`config.mk`:
```
export PLATFORM = sky130hd
export DESIGN_NAME = otfh_overtemp_fault_handler
export DESIGN_NICKNAME = d
export VERILOG_FILES = /design/src/otfh_pkg.sv /design/src/otfh_overtemp_fault_handler.sv
export VERILOG_INCLUDE_DIRS = /design/src
export SDC_FILE = /design/constraint.sdc
export NUM_CORES = 1
export LEC_CHECK = 0
export BUFFER_PORTS_ARGS = -buffer_cell sky130_fd_sc_hd__buf_4
export CAP_MARGIN = 20
export CORE_UTILIZATION = 55
export DETAILED_ROUTE_END_ITERATION = 7
export PLACE_DENSITY = 0.76
export SETUP_SLACK_MARGIN = 0.02
export SYNTH_ARGS = -nofsm -noshare
export SYNTH_HDL_FRONTEND = slang
export SYNTH_SLANG_ARGS = --single-unit
```
`constraint.sdc`:
```
create_clock -name clk_in -period 7.3 [get_ports clk_in]
set_clock_uncertainty 0.05 [all_clocks]
set_input_delay 1.46 -clock clk_in [delete_from_list [all_inputs] [get_ports clk_in]]
set_output_delay 1.46 -clock clk_in [all_outputs]
set_load 0.01 [all_outputs]
```
`src/otfh_defines.svh`:
```
`ifndef OTFH_DEFINES_SVH
`define OTFH_DEFINES_SVH

// ****************************************
// command codes
// ****************************************
`define OTFH_CODE_FAULT_LIM 8'h4F
`define OTFH_CODE_ACTION    8'h50
`define OTFH_CODE_WARN_LIM  8'h51

// ****************************************
// reset values, as restored from nvm
// ****************************************
`define OTFH_FAULT_LIM_RST  16'h007D
`define OTFH_WARN_LIM_RST   16'h0069
`define OTFH_ACTION_RST     8'h80

// ****************************************
// action byte fields
// ****************************************
`define OTFH_MODE_HI        7
`define OTFH_MODE_LO        6
`define OTFH_RETRY_HI       5
`define OTFH_RETRY_LO       3
`define OTFH_DELAY_HI       2
`define OTFH_DELAY_LO       0
`define OTFH_MODE_IGNORE    2'h0
`define OTFH_MODE_DELAYED   2'h1
`define OTFH_MODE_IMMED     2'h2
`define OTFH_MODE_COOL      2'h3
`define OTFH_RETRY_LATCH    3'h0
`define OTFH_RETRY_FOREVER  3'h7

// ****************************************
// linear format and temperatures
// ****************************************
`define OTFH_FRAC_BITS      16
`define OTFH_NVM_MIN_DEG    0
`define OTFH_NVM_MAX_DEG    160
`define OTFH_DISABLE_DEG    255
`define OTFH_HYST_DEG       20

// ****************************************
// timing
// ****************************************
`define OTFH_CLK_MHZ        100
`define OTFH_DELAY_STEP_MS  10
`define OTFH_DELAY_STEP_CYC (`OTFH_DELAY_STEP_MS * `OTFH_CLK_MHZ * 1000)

`endif

```
`src/otfh_pkg.sv`:
```
`include "otfh_defines.svh"

package otfh_pkg;

   typedef enum logic [2:0] {
      OTFH_OFF,
      OTFH_START,
      OTFH_RUN,
      OTFH_DELAY,
      OTFH_HICCUP,
      OTFH_COOL,
      OTFH_STUCK,
      OTFH_LATCHED
   } otfh_fsm_t;

   typedef struct packed {
      logic        en1;
      logic        en2;
      logic [15:0] fault_lim;
      logic [15:0] warn_lim;
      logic [7:0]  action;
      otfh_fsm_t   fsm;
      logic [31:0] cnt;
      logic [2:0]  attempts;
      logic        overheat;
      logic        st_temp;
      logic        st_otf;
      logic        cml;
      logic        power;
      logic [15:0] rd_data;
   } otfh_state_t;

endpackage

```
`src/otfh_overtemp_fault_handler.sv`:
```
`timescale 1ns/1ps
`include "otfh_defines.svh"

// Behaviour
// - restore rounds fault limit to whole 0..160 degrees, except 255
// - limit 255 disables programmable fault check
// - compare limits at full linear resolution
// - fault sets temp, otf flags, alerts host
// - release fault below warning limit
// - warning above fault: release 20 below fault
// - ignore mode keeps running
// - delayed mode shuts after 10ms times delay
// - immediate mode shuts down, then retries
// - cool mode holds off until below warning
// - retry zero latches off
// - retries one to six, then latch off
// - retry seven retries forever
// - hot attempts are hidden but counted
// - delay zero: no delay, hiccup one rise
// - delay n: n steps, hiccup n rises
// - invalid action write flags data, alerts host
// - clear in cool band may hold fault
// - never start while fault is present
module otfh_overtemp_fault_handler #(
   parameter int unsigned DELAY_STEP_CYCLES = `OTFH_DELAY_STEP_CYC
) (
   input  wire logic        clk_in,
   input  wire logic        rst_in,
   input  wire logic        enable_pin_in,
   input  wire logic [15:0] temp_in,
   input  wire logic [31:0] ton_rise_cycles_in,
   input  wire logic        startup_done_in,
   input  wire logic        clear_faults_in,
   input  wire logic        nvm_restore_in,
   input  wire logic        wr_en_in,
   input  wire logic [7:0]  wr_code_in,
   input  wire logic [15:0] wr_data_in,
   input  wire logic [7:0]  rd_code_in,
   output logic             power_enable_out,
   output logic             overheat_condition_out,
   output logic             status_temp_out,
   output logic             status_otf_out,
   output logic             cml_data_out,
   output logic             host_alert_out,
   output logic             latched_off_out,
   output logic [15:0]      rd_data_out
);

   localparam logic signed [47:0] ONE_DEG = 48'sh1_0000;

   otfh_pkg::otfh_state_t st;
   otfh_pkg::otfh_state_t next_st;

   logic signed [47:0] fault_fix;
   logic signed [47:0] warn_fix;
   logic signed [47:0] temp_fix;
   logic signed [47:0] release_fix;
   logic               fault_off;
   logic               above;
   logic               below;
   logic               shut;
   logic               act_invalid;
   logic [1:0]         fault_action_select;
   logic [2:0]         restart_attempt_policy;
   logic [2:0]         shutdown_delay_select;
   logic [31:0]        delay_cyc;
   logic [31:0]        hiccup_cyc;

   // ****************************************
   // linear format helpers
   // ****************************************
   function automatic logic signed [47:0] lin_fix(input logic [15:0] v);
      logic signed [4:0]  e;
      logic signed [47:0] m;
      e = v[15:11];
      m = 48'(signed'(v[10:0]));
      lin_fix = m <<< 6'(int'(e) + `OTFH_FRAC_BITS);
   endfunction

   // nearest whole degree, clamped to the stored range; 255 survives as disable
   function automatic logic [15:0] round_nvm(input logic [15:0] v);
      logic signed [47:0] f;
      logic signed [47:0] r;
      f = lin_fix(v);
      r = (f + (ONE_DEG >>> 1)) >>> `OTFH_FRAC_BITS;
      if (f == 48'(`OTFH_DISABLE_DEG) * ONE_DEG) begin
         round_nvm = 16'(`OTFH_DISABLE_DEG);
      end else if (r < 48'(`OTFH_NVM_MIN_DEG)) begin
         round_nvm = 16'(`OTFH_NVM_MIN_DEG);
      end else if (r > 48'(`OTFH_NVM_MAX_DEG)) begin
         round_nvm = 16'(`OTFH_NVM_MAX_DEG);
      end else begin
         round_nvm = {5'h00, r[10:0]};
      end
   endfunction

   // ****************************************
   // thresholds and timing
   // ****************************************
   always_comb begin
      fault_action_select    = st.action[`OTFH_MODE_HI:`OTFH_MODE_LO];
      restart_attempt_policy = st.action[`OTFH_RETRY_HI:`OTFH_RETRY_LO];
      shutdown_delay_select  = st.action[`OTFH_DELAY_HI:`OTFH_DELAY_LO];
      fault_fix = lin_fix(st.fault_lim);
      warn_fix  = lin_fix(st.warn_lim);
      temp_fix  = lin_fix(temp_in);
      fault_off = fault_fix == 48'(`OTFH_DISABLE_DEG) * ONE_DEG;
      release_fix = (warn_fix > fault_fix) ? fault_fix - 48'(`OTFH_HYST_DEG) * ONE_DEG
                                           : warn_fix;
      above = !fault_off && (temp_fix > fault_fix);
      below = temp_fix < release_fix;
      delay_cyc  = 32'(shutdown_delay_select) * 32'(DELAY_STEP_CYCLES);
      hiccup_cyc = ((shutdown_delay_select == 3'h0) ? 32'h1 : 32'(shutdown_delay_select))
                   * ton_rise_cycles_in;
      // a delayed shutdown with no delay is refused as contradictory
      act_invalid = (wr_data_in[`OTFH_MODE_HI:`OTFH_MODE_LO] == `OTFH_MODE_DELAYED)
                    && (wr_data_in[`OTFH_DELAY_HI:`OTFH_DELAY_LO] == 3'h0);
   end

   // ****************************************
   // next state
   // ****************************************
   always_comb begin
      next_st     = st;
      shut        = 1'b0;
      next_st.en1 = enable_pin_in;
      next_st.en2 = st.en1;

      if (above) begin
         next_st.overheat = 1'b1;
      end else if (below) begin
         next_st.overheat = 1'b0;
      end

      if (clear_faults_in) begin
         next_st.st_temp = 1'b0;
         next_st.st_otf  = 1'b0;
         next_st.cml     = 1'b0;
      end
      // flags set on a new fault, set wins over clear
      if (next_st.overheat && !st.overheat) begin
         next_st.st_temp = 1'b1;
         next_st.st_otf  = 1'b1;
      end

      if (wr_en_in) begin
         unique case (wr_code_in)
            `OTFH_CODE_FAULT_LIM: next_st.fault_lim = wr_data_in;
            `OTFH_CODE_WARN_LIM:  next_st.warn_lim  = wr_data_in;
            `OTFH_CODE_ACTION: begin
               if (act_invalid) begin
                  next_st.cml = 1'b1;
               end else begin
                  next_st.action = wr_data_in[7:0];
               end
            end
            default: next_st.cml = 1'b1;
         endcase
      end

      if (nvm_restore_in) begin
         next_st.fault_lim = round_nvm(next_st.fault_lim);
         next_st.warn_lim  = round_nvm(next_st.warn_lim);
      end

      unique case (rd_code_in)
         `OTFH_CODE_FAULT_LIM: next_st.rd_data = st.fault_lim;
         `OTFH_CODE_WARN_LIM:  next_st.rd_data = st.warn_lim;
         `OTFH_CODE_ACTION:    next_st.rd_data = {8'h00, st.action};
         default:              next_st.rd_data = 16'h0000;
      endcase

      unique case (st.fsm)
         otfh_pkg::OTFH_OFF: begin
            if (st.en2 && !st.overheat) begin
               next_st.fsm      = otfh_pkg::OTFH_START;
               next_st.attempts = 3'h0;
            end
         end
         otfh_pkg::OTFH_START, otfh_pkg::OTFH_RUN: begin
            if (st.fsm == otfh_pkg::OTFH_START && startup_done_in) begin
               next_st.fsm      = otfh_pkg::OTFH_RUN;
               next_st.attempts = 3'h0;
            end
            if (st.overheat) begin
               unique case (fault_action_select)
                  `OTFH_MODE_IGNORE: ;
                  `OTFH_MODE_DELAYED: begin
                     next_st.fsm = otfh_pkg::OTFH_DELAY;
                     next_st.cnt = delay_cyc;
                  end
                  `OTFH_MODE_IMMED: shut = 1'b1;
                  `OTFH_MODE_COOL: next_st.fsm = otfh_pkg::OTFH_COOL;
               endcase
            end
         end
         otfh_pkg::OTFH_DELAY: begin
            if (!st.overheat) begin
               next_st.fsm = otfh_pkg::OTFH_RUN;
            end else if (st.cnt == 32'h0) begin
               shut = 1'b1;
            end else begin
               next_st.cnt = st.cnt - 32'h1;
            end
         end
         otfh_pkg::OTFH_HICCUP: begin
            if (st.cnt != 32'h0) begin
               next_st.cnt = st.cnt - 32'h1;
            end else if (restart_attempt_policy != `OTFH_RETRY_FOREVER
                         && st.attempts >= restart_attempt_policy) begin
               next_st.fsm = otfh_pkg::OTFH_LATCHED;
            end else begin
               next_st.attempts = st.attempts + 3'h1;
               if (st.overheat) begin
                  next_st.cnt = hiccup_cyc;
               end else begin
                  next_st.fsm = otfh_pkg::OTFH_START;
               end
            end
         end
         otfh_pkg::OTFH_COOL: begin
            // clear inside the band holds the fault
            if (clear_faults_in && !below) begin
               next_st.fsm = otfh_pkg::OTFH_STUCK;
            end else if (!st.overheat) begin
               shut = 1'b1;
            end
         end
         otfh_pkg::OTFH_STUCK: begin
            if (above) begin
               next_st.fsm = otfh_pkg::OTFH_COOL;
            end
         end
         otfh_pkg::OTFH_LATCHED: ;
      endcase

      // latch off, else wait one hiccup
      if (shut) begin
         if (restart_attempt_policy == `OTFH_RETRY_LATCH) begin
            next_st.fsm = otfh_pkg::OTFH_LATCHED;
         end else begin
            next_st.fsm = otfh_pkg::OTFH_HICCUP;
            next_st.cnt = hiccup_cyc;
         end
      end

      // disabling the output ends any fault sequence, including a latch
      if (!st.en2) begin
         next_st.fsm = otfh_pkg::OTFH_OFF;
         next_st.cnt = 32'h0;
      end

      next_st.power = next_st.fsm == otfh_pkg::OTFH_START
                      || next_st.fsm == otfh_pkg::OTFH_RUN
                      || next_st.fsm == otfh_pkg::OTFH_DELAY;
   end

   // ****************************************
   // state register
   // ****************************************
   always_ff @(posedge clk_in or posedge rst_in) begin
      if (rst_in) begin
         st           <= '0;
         st.fault_lim <= `OTFH_FAULT_LIM_RST;
         st.warn_lim  <= `OTFH_WARN_LIM_RST;
         st.action    <= `OTFH_ACTION_RST;
         st.fsm       <= otfh_pkg::OTFH_OFF;
      end else begin
         st <= next_st;
      end
   end

   assign power_enable_out       = st.power;
   assign overheat_condition_out = st.overheat;
   assign status_temp_out        = st.st_temp;
   assign status_otf_out         = st.st_otf;
   assign cml_data_out           = st.cml;
   assign host_alert_out         = st.st_otf | st.cml;
   assign latched_off_out        = st.fsm == otfh_pkg::OTFH_LATCHED;
   assign rd_data_out            = st.rd_data;
endmodule

```
==> results of run 1 <==
power by group through the flow:
stage               clock (mW)  combinational (mW)  sequential, mW
global placement             0                2.57           0.750
floorplan                    0                1.94           0.687
CTS                      0.525                2.65           0.744
global route             0.543                3.04           0.762
finish                   0.527                2.81           0.758
detailed placement           0                2.63           0.754
cell usage in the layout (no fill, tap or decap), drive strengths merged, types with 13 or more instances in the layout:
cell | Yosys | routed
mux2i | 127 | 127
a21oi | 232 | 232
xor2 | 29 | 29
o211ai | 20 | 20
nand2b | 31 | 31
inv | 134 | 137
nor2b | 17 | 17
buf | 85 | 266
nor2 | 229 | 229
or3 | 15 | 15
dfrtp | 89 | 89
a31oi | 42 | 42
clkbuf | 126 | 14
nor4 | 24 | 24
a221oi | 19 | 19
a211oi | 29 | 29
o22ai | 25 | 25
a22o | 17 | 17
nand2 | 380 | 380
mux4 | 29 | 29
or2 | 18 | 18
and3 | 13 | 13
fa | 33 | 33
o31ai | 44 | 44
ha | 179 | 179
mux2 | 47 | 47
o311ai | 13 | 13
o21a | 20 | 20
and2 | 27 | 27
a21o | 65 | 65
o21ai | 194 | 194
nand3 | 80 | 80
nand4 | 69 | 69
nor3 | 66 | 66
xnor2 | 51 | 51
final cells by class:
| type | count | area [sq um] | share of cell area |
|---|---|---|---|
| timing repair buffer | 270 | 2170 | 0.0940 |
| tap | 468 | 586 | 0.0254 |
| sequential | 100 | 2520 | 0.109 |
| clock buffer | 10 | 239 | 0.0104 |
| multi-input combinational | 2377 | 17000 | 0.736 |
| inverter | 140 | 528 | 0.0229 |
| clock inverter | 6 | 45.0 | 0.00195 |
| antenna | 1 | 2.50 | 0.000108 |
synthesized netlist by cell type (all sizes together), types with 10 or more instances:
library cell	instances
o21ai	194
nand2	380
or4	12
dfstp	11
a22o	17
buf	85
nand3	80
nor2	229
xor2	29
a211oi	29
inv	134
clkbuf	126
o31ai	44
nand2b	31
a21o	65
nor2b	17
or3	15
nor3	66
a21boi	12
a221oi	19
dfrtp	89
or2	18
ha	179
o21bai	12
a31oi	42
o2111ai	11
mux2	47
mux4	29
xnor2	51
o311ai	13
nor4	24
fa	33
o22ai	25
and3	13
a21oi	232
and2	27
mux2i	127
a22oi	10
o21a	20
o211ai	20
nand4	69
routing by layer:
metal	share of wire	global-route usage	wire, um	vias to the layer above
met3	0.12	0.0959	9920	265
met5	0.00058	0.00894	48	-
met4	0.041	0.170	3380	4
met1	0.39	0.553	32600	11100
met2	0.45	0.661	36800	1567
li1	-	-	-	10600
worst max path at each step:
stage          endpoint  slack (ns)  cells past startpoint
3_3_place_gp     st[31]       0.007                     32
3_5_place_dp     st[49]       -0.15                     31
2_1_floorplan    st[54]        0.38                     30
5_1_grt          st[46]       -0.04                     36
6_report         st[34]        0.31                     36
4_1_cts          st[49]        0.03                     31
metrics by stage:
step	setup TNS, ns	total power [mW]	instance area (sq um)	hold WS [ns]
after floorplan	0	2.63	20600	0.281
after global placement	0	3.32	22200	0.285
after detailed placement	-2.05	3.38	22200	0.300
after CTS	0	3.92	22500	0.304
after global routing	-0.0426	4.34	23100	0.306
final	0	4.09	23100	0.297
critical path: cells and delay by family (launching register included):
kind | cells | cell delay [ns]
compound gates | 13 | 2.05
xor+xnor | 1 | 0.14
fa+ha+maj | 2 | 0.65
buf+inv | 9 | 1.36
flops | 1 | 0.42
mux | 4 | 0.94
simple gates | 7 | 1.31
state kept, by name, summed over array words and instances, names as in the netlist:
name	count
rd_data_out	16
fault_action_select	2
next_st	1
st	71
restart_attempt_policy	3
shutdown_delay_select	3
cml_data_out	1
status_temp_out	1
overheat_condition_out	1
power_enable_out	1
cells by family (layout without fill, tap and decap cells):
| logic type | Yosys count | after routing | share of synthesized area |
|---|---|---|---|
| buf+inv | 351 | 426 | 0.0716 |
| other cells | 0 | 1 | 0 |
| flops | 100 | 100 | 0.122 |
| xor+xnor | 80 | 80 | 0.0340 |
| compound gates | 858 | 858 | 0.274 |
| mux | 203 | 203 | 0.119 |
| fa+ha+maj | 213 | 213 | 0.141 |
| simple gates | 1023 | 1023 | 0.238 |
what timing repair did:
| action | 4_1_cts | 5_1_grt |
|---|---|---|
| resized for setup | 4 | 87 |
| endpoints found under the setup margin | 34 | 36 |
| cloned | 0 | 3 |
| buffers inserted | 0 | 17 |
| pin swaps | 0 | 13 |
| hold endpoints to repair | 0 | 0 |
==> impl_metrics.toml, run 1 <==
[run_status]
status = "finished, final reports clean"

[place]
gp_congestion = 1.10
numPlacedInstances = 3334
dp_hpwl_mm = 64.2
portBuffers = 109
dp_slack_ns = -0.152

[pwr]
power_density_mw_per_mm2 = 177
power_switching_mw = 2.20
ir_worst_vdd_v = 0.000168
sequentialPowerShare = 0.185
p_clk_frac = 0.129
p_comb_frac = 0.686
p_leak_nw = 10.2
intPower_mw = 1.89
sw_frac_of_total = 0.538

[route]
route.detailed.drc = 0
vias_per_cell = 6.98
drtPass1Iterations = 7
drtIter0Drc = 3164
route.final.wire_length_mm = 82.7
routedWlPerCell_um = 24.5
antenna_left = 0
via_count = 23500

[worst_setup_path]
start_kind = "flip-flop"
crit_start = "st[78]"
slowest_stage = "dfrtp_2"
r2r_end = "st[34]"
reg2regPathDepth = 36
slowest_delay_ns = 0.42
cpMostUsedCell = "buf_4"
required_ns = 7.56
end_kind = "flip-flop"
reg2reg_from = "st[78]"
cp.arrival_ns = 7.26
setup.reg_to_reg.worst_slack_ns = 0.31
worst-setup-path-type = "flip-flop to flip-flop"
crit_fanout = 12

[timing]
tightest_slew_ns = 1.16
post-route-min-period_ns = 6.99
finalSetupViolations = 0
period_share = 0.958
hold_viol_final = 0
layout_setup_ws_ns = 0.306
slew-limit-headroom = 0.219
maxSlewViolCount = 0
fmax_ghz = 0.143

[clock_tree]
cts_root_buffer = "clkbuf_16"
cts_buffers = 9
clk_latency_ns = 0.41
cts-hold-fix-buffers = 0
cts_sinks = 100
cts_tree = "done"
htreeDepth = 3
clockBufferDepth = 2
clk_pin_slew_ns = 0.11

[grt]
grt_antenna_before_repair = 2
grt_pass1_wl_mm = 125
grt_max_degree = 70
grt_pass1_vias = 22000
grt_overflow = 0
grtUsageTotal = 0.419

[logic_synthesis]
ys.flop_type = "dfrtp_1"
ys_types = 114
synthTopCellsByArea = "ha_1 11%, dfrtp_1 11%, nand2_1 6.9%"
yosysTopAreaCell = "ha_1"
synth_top_area_frac = 0.109
syn_area_sq_mm = 0.0206
synth_nets = 3127
yosys_warnings = 0
synthArstFlopShare = 1.00
avgSynthCellArea_sq_um = 7.29
ys_seq_area_frac = 0.122
syn_inst = 2828
synth_edf_count = 0
synth-seq-cells = 100

[min_path]
hold_depth = 0
min_from = "next_st[99]"
hold_class = "flip-flop to flip-flop"
min_to = "st[99]"

[die]
boundaryPins = 110
die_h_um = 196
die_width_um = 196
core_area_sq_mm = 0.0368
num_rows = 70
start_util = 0.561
die_area_sq_mm = 0.0383

[finish]
syn2layout_area_growth_pct = 11.9
fin_cells = 3372
final_util = 0.627
drive_gt1_frac = 0.172
layout.nets = 3197
fillers = 3308

[run]
drv_cap = 0
(Power assumes the default switching activity.)
==> run 2, diff against run 1 <==
Settings changed: ABC_AREA from default to 1.
==> impl_metrics.toml, run 2 <==
[run_status]
status = "finished with violations"
violations = "DRC"

[clock_tree]
clk_pin_slew_ns = 0.07
cts_buffers = 9
htreeDepth = 3
clockBufferDepth = 2
clk_latency_ns = 0.37
cts_root_buffer = "clkbuf_16"
cts_sinks = 100
cts_tree = "done"

[finish]
fillers = 3579
drive_gt1_frac = 0.0843
antenna_cells = 0
layout.nets = 3709
mostFrequentLayoutCells = "965 x nand2_1, 371 x o21ai_0, 361 x inv_1, 312 x nor2_1, 218 x a21oi_1"
final_common_cell = "nand2_1"
syn2layout_area_growth_pct = 7.01
finalInstanceArea_sq_mm = 0.0213
largest_register_ffs = 71
regMostFlops = "st"
final_util = 0.598
fin_cells = 3876

[place]
gp_congestion = 1.12
place_area_sq_mm = 0.0209
dp_slack_ns = 0.107
dp_hpwl_mm = 56.3
portBuffers = 109
numPlacedInstances = 3855

[route]
drtIter0Drc = 2369
drtPass1Iterations = 8
via_count = 23200
routedWlPerCell_um = 18.1
antenna_left = 0
route.detailed.drc = 14
route.final.wire_length_mm = 70.0
vias_per_cell = 5.98

[timing]
tns_ns = 0
maxSlewViolCount = 0
grt_setup_unrepaired = "no"
period_share = 0.957
finalSetupViolations = 0
tightest_slew_ns = 1.04
hold_ws_ns = 0.303
slew-limit-headroom = 0.300
fmax_ghz = 0.143
post-route-min-period_ns = 6.98
hold_viol_final = 0
layout_setup_ws_ns = 0.315

[logic_synthesis]
synthTopCellsByArea = "nand2_1 18%, ha_1 11%, dfrtp_1 11%"
synth_edf_count = 0
ys.flop_type = "dfrtp_1"
yosysMostFrequentCell = "nand2_1"
ys_top_cells_by_count = "969 x nand2_1, 376 x o21ai_0, 365 x inv_1"
ys_seq_area_frac = 0.126
yosys_warnings = 0
avgSynthCellArea_sq_um = 5.86
synthArstFlopShare = 1.00
synth-seq-cells = 100
synth_top_area_frac = 0.182
yosysTopAreaCell = "nand2_1"
synth_nets = 3702
syn_inst = 3403
syn_area_sq_mm = 0.0199
ys_types = 68

[die]
die_width_um = 192
die_area_sq_mm = 0.0370
die_h_um = 192
boundaryPins = 110
num_rows = 69
core_area_sq_mm = 0.0357
start_util = 0.559

[pwr]
power_mw = 3.34
ir_worst_vdd_v = 0.000117
power_density_mw_per_mm2 = 156
p_leak_nw = 11.1

[worst_setup_path]
slowest_stage = "dfstp_2"
setup.reg_to_reg.worst_slack_ns = 0.32
crit_fanout = 26
start_kind = "flip-flop"
cpMostUsedCell = "nand2_1"
slowest_delay_ns = 0.57
end_kind = "flip-flop"
required_ns = 7.51
cp.arrival_ns = 7.19
worst-setup-path-type = "flip-flop to flip-flop"

[run]
drv_cap = 0

[grt]
grt_pass1_vias = 20900
grt_max_degree = 59
grt_pass1_wl_mm = 110
grt_antenna_before_repair = 0
grtUsageTotal = 0.373
grt_overflow = 0

[min_path]
hold_class = "flip-flop to flip-flop"
==> run 2: cell count changes after synthesis, sizes merged, moves of 35 or more <==
cell	previous run	this run
nand3	80	217
nor2	229	324
a21o	65	6
mux2i	127	26
inv	134	377
nand2	380	981
xnor2	51	16
o31ai	44	2
mux2	47	0
o21ai	194	412
==> run 2: final timing paths <==
| check | depth (start not counted) | from | end |
|---|---|---|---|
| max reg2reg | 40 | st[88] | st[46] |
| min in group asynchronous | 2 | rst_in | next_st[99] |
| max in group asynchronous | 3 | rst_in | st[78] |
| min reg2reg | 0 | next_st[99] | st[99] |
| min | 0 | next_st[99] | st[99] |
| max | 40 | st[88] | st[46] |
==> run 2: routing by layer <==
layer,GRT usage,wire [um],vias to the layer above
met1,0.498,29900,10500
met5,0,0,-
met2,0.585,30100,1187
li1,-,-,11300
met3,0.0549,6020,231
met4,0.186,3880,0
==> run 2: report_power, final <==
| group | internal [mW] | total [mW] | switching (mW) | leakage [nW] |
|---|---|---|---|---|
| registers | 0.602 | 0.670 | 0.0678 | 1.31 |
| clock network | 0.288 | 0.522 | 0.235 | 0.150 |
| logic | 0.695 | 2.14 | 1.45 | 9.68 |
==> run 2: logic make-up (layout without fill, tap and decap cells) <==
logic type,Yosys count,count (layout),synth area share
AOI/OAI and AO/OA,771,771,0.217
adders and majority gates,212,212,0.146
DFF,100,100,0.126
buffers and inverters,542,554,0.110
and+or+nand+nor,1678,1678,0.355
muxes,26,26,0.0131
xor gates and xnor gates,74,74,0.0325
==> run 2: repair_timing <==
item                       4_1_cts  5_1_grt
resized for setup                0       21
setup endpoints to repair        0       36
buffers inserted                 0        4
hold buffers                     0        0
==> run 2: critical path: cells and delay by family, from the launching register on <==
kind / cells / cell delay [ns]
AOI/OAI and AO/OA: 9 / 1.43
adders and majority gates: 2 / 0.62
buffers and inverters: 5 / 0.71
DFF: 1 / 0.57
muxes: 1 / 0.22
and+or+nand+nor: 23 / 3.26
==> run 2: area by class of cell <==
cell class / count / area, sq um / share of cell area
multi-input cells: 2761 / 15300 / 0.715
repair buffers: 157 / 1220 / 0.0573
clock inverters: 4 / 55.1 / 0.00258
inverters: 381 / 1450 / 0.0678
flip-flops and latches: 100 / 2520 / 0.118
clock buffers: 12 / 256 / 0.0120
well taps: 461 / 577 / 0.0270
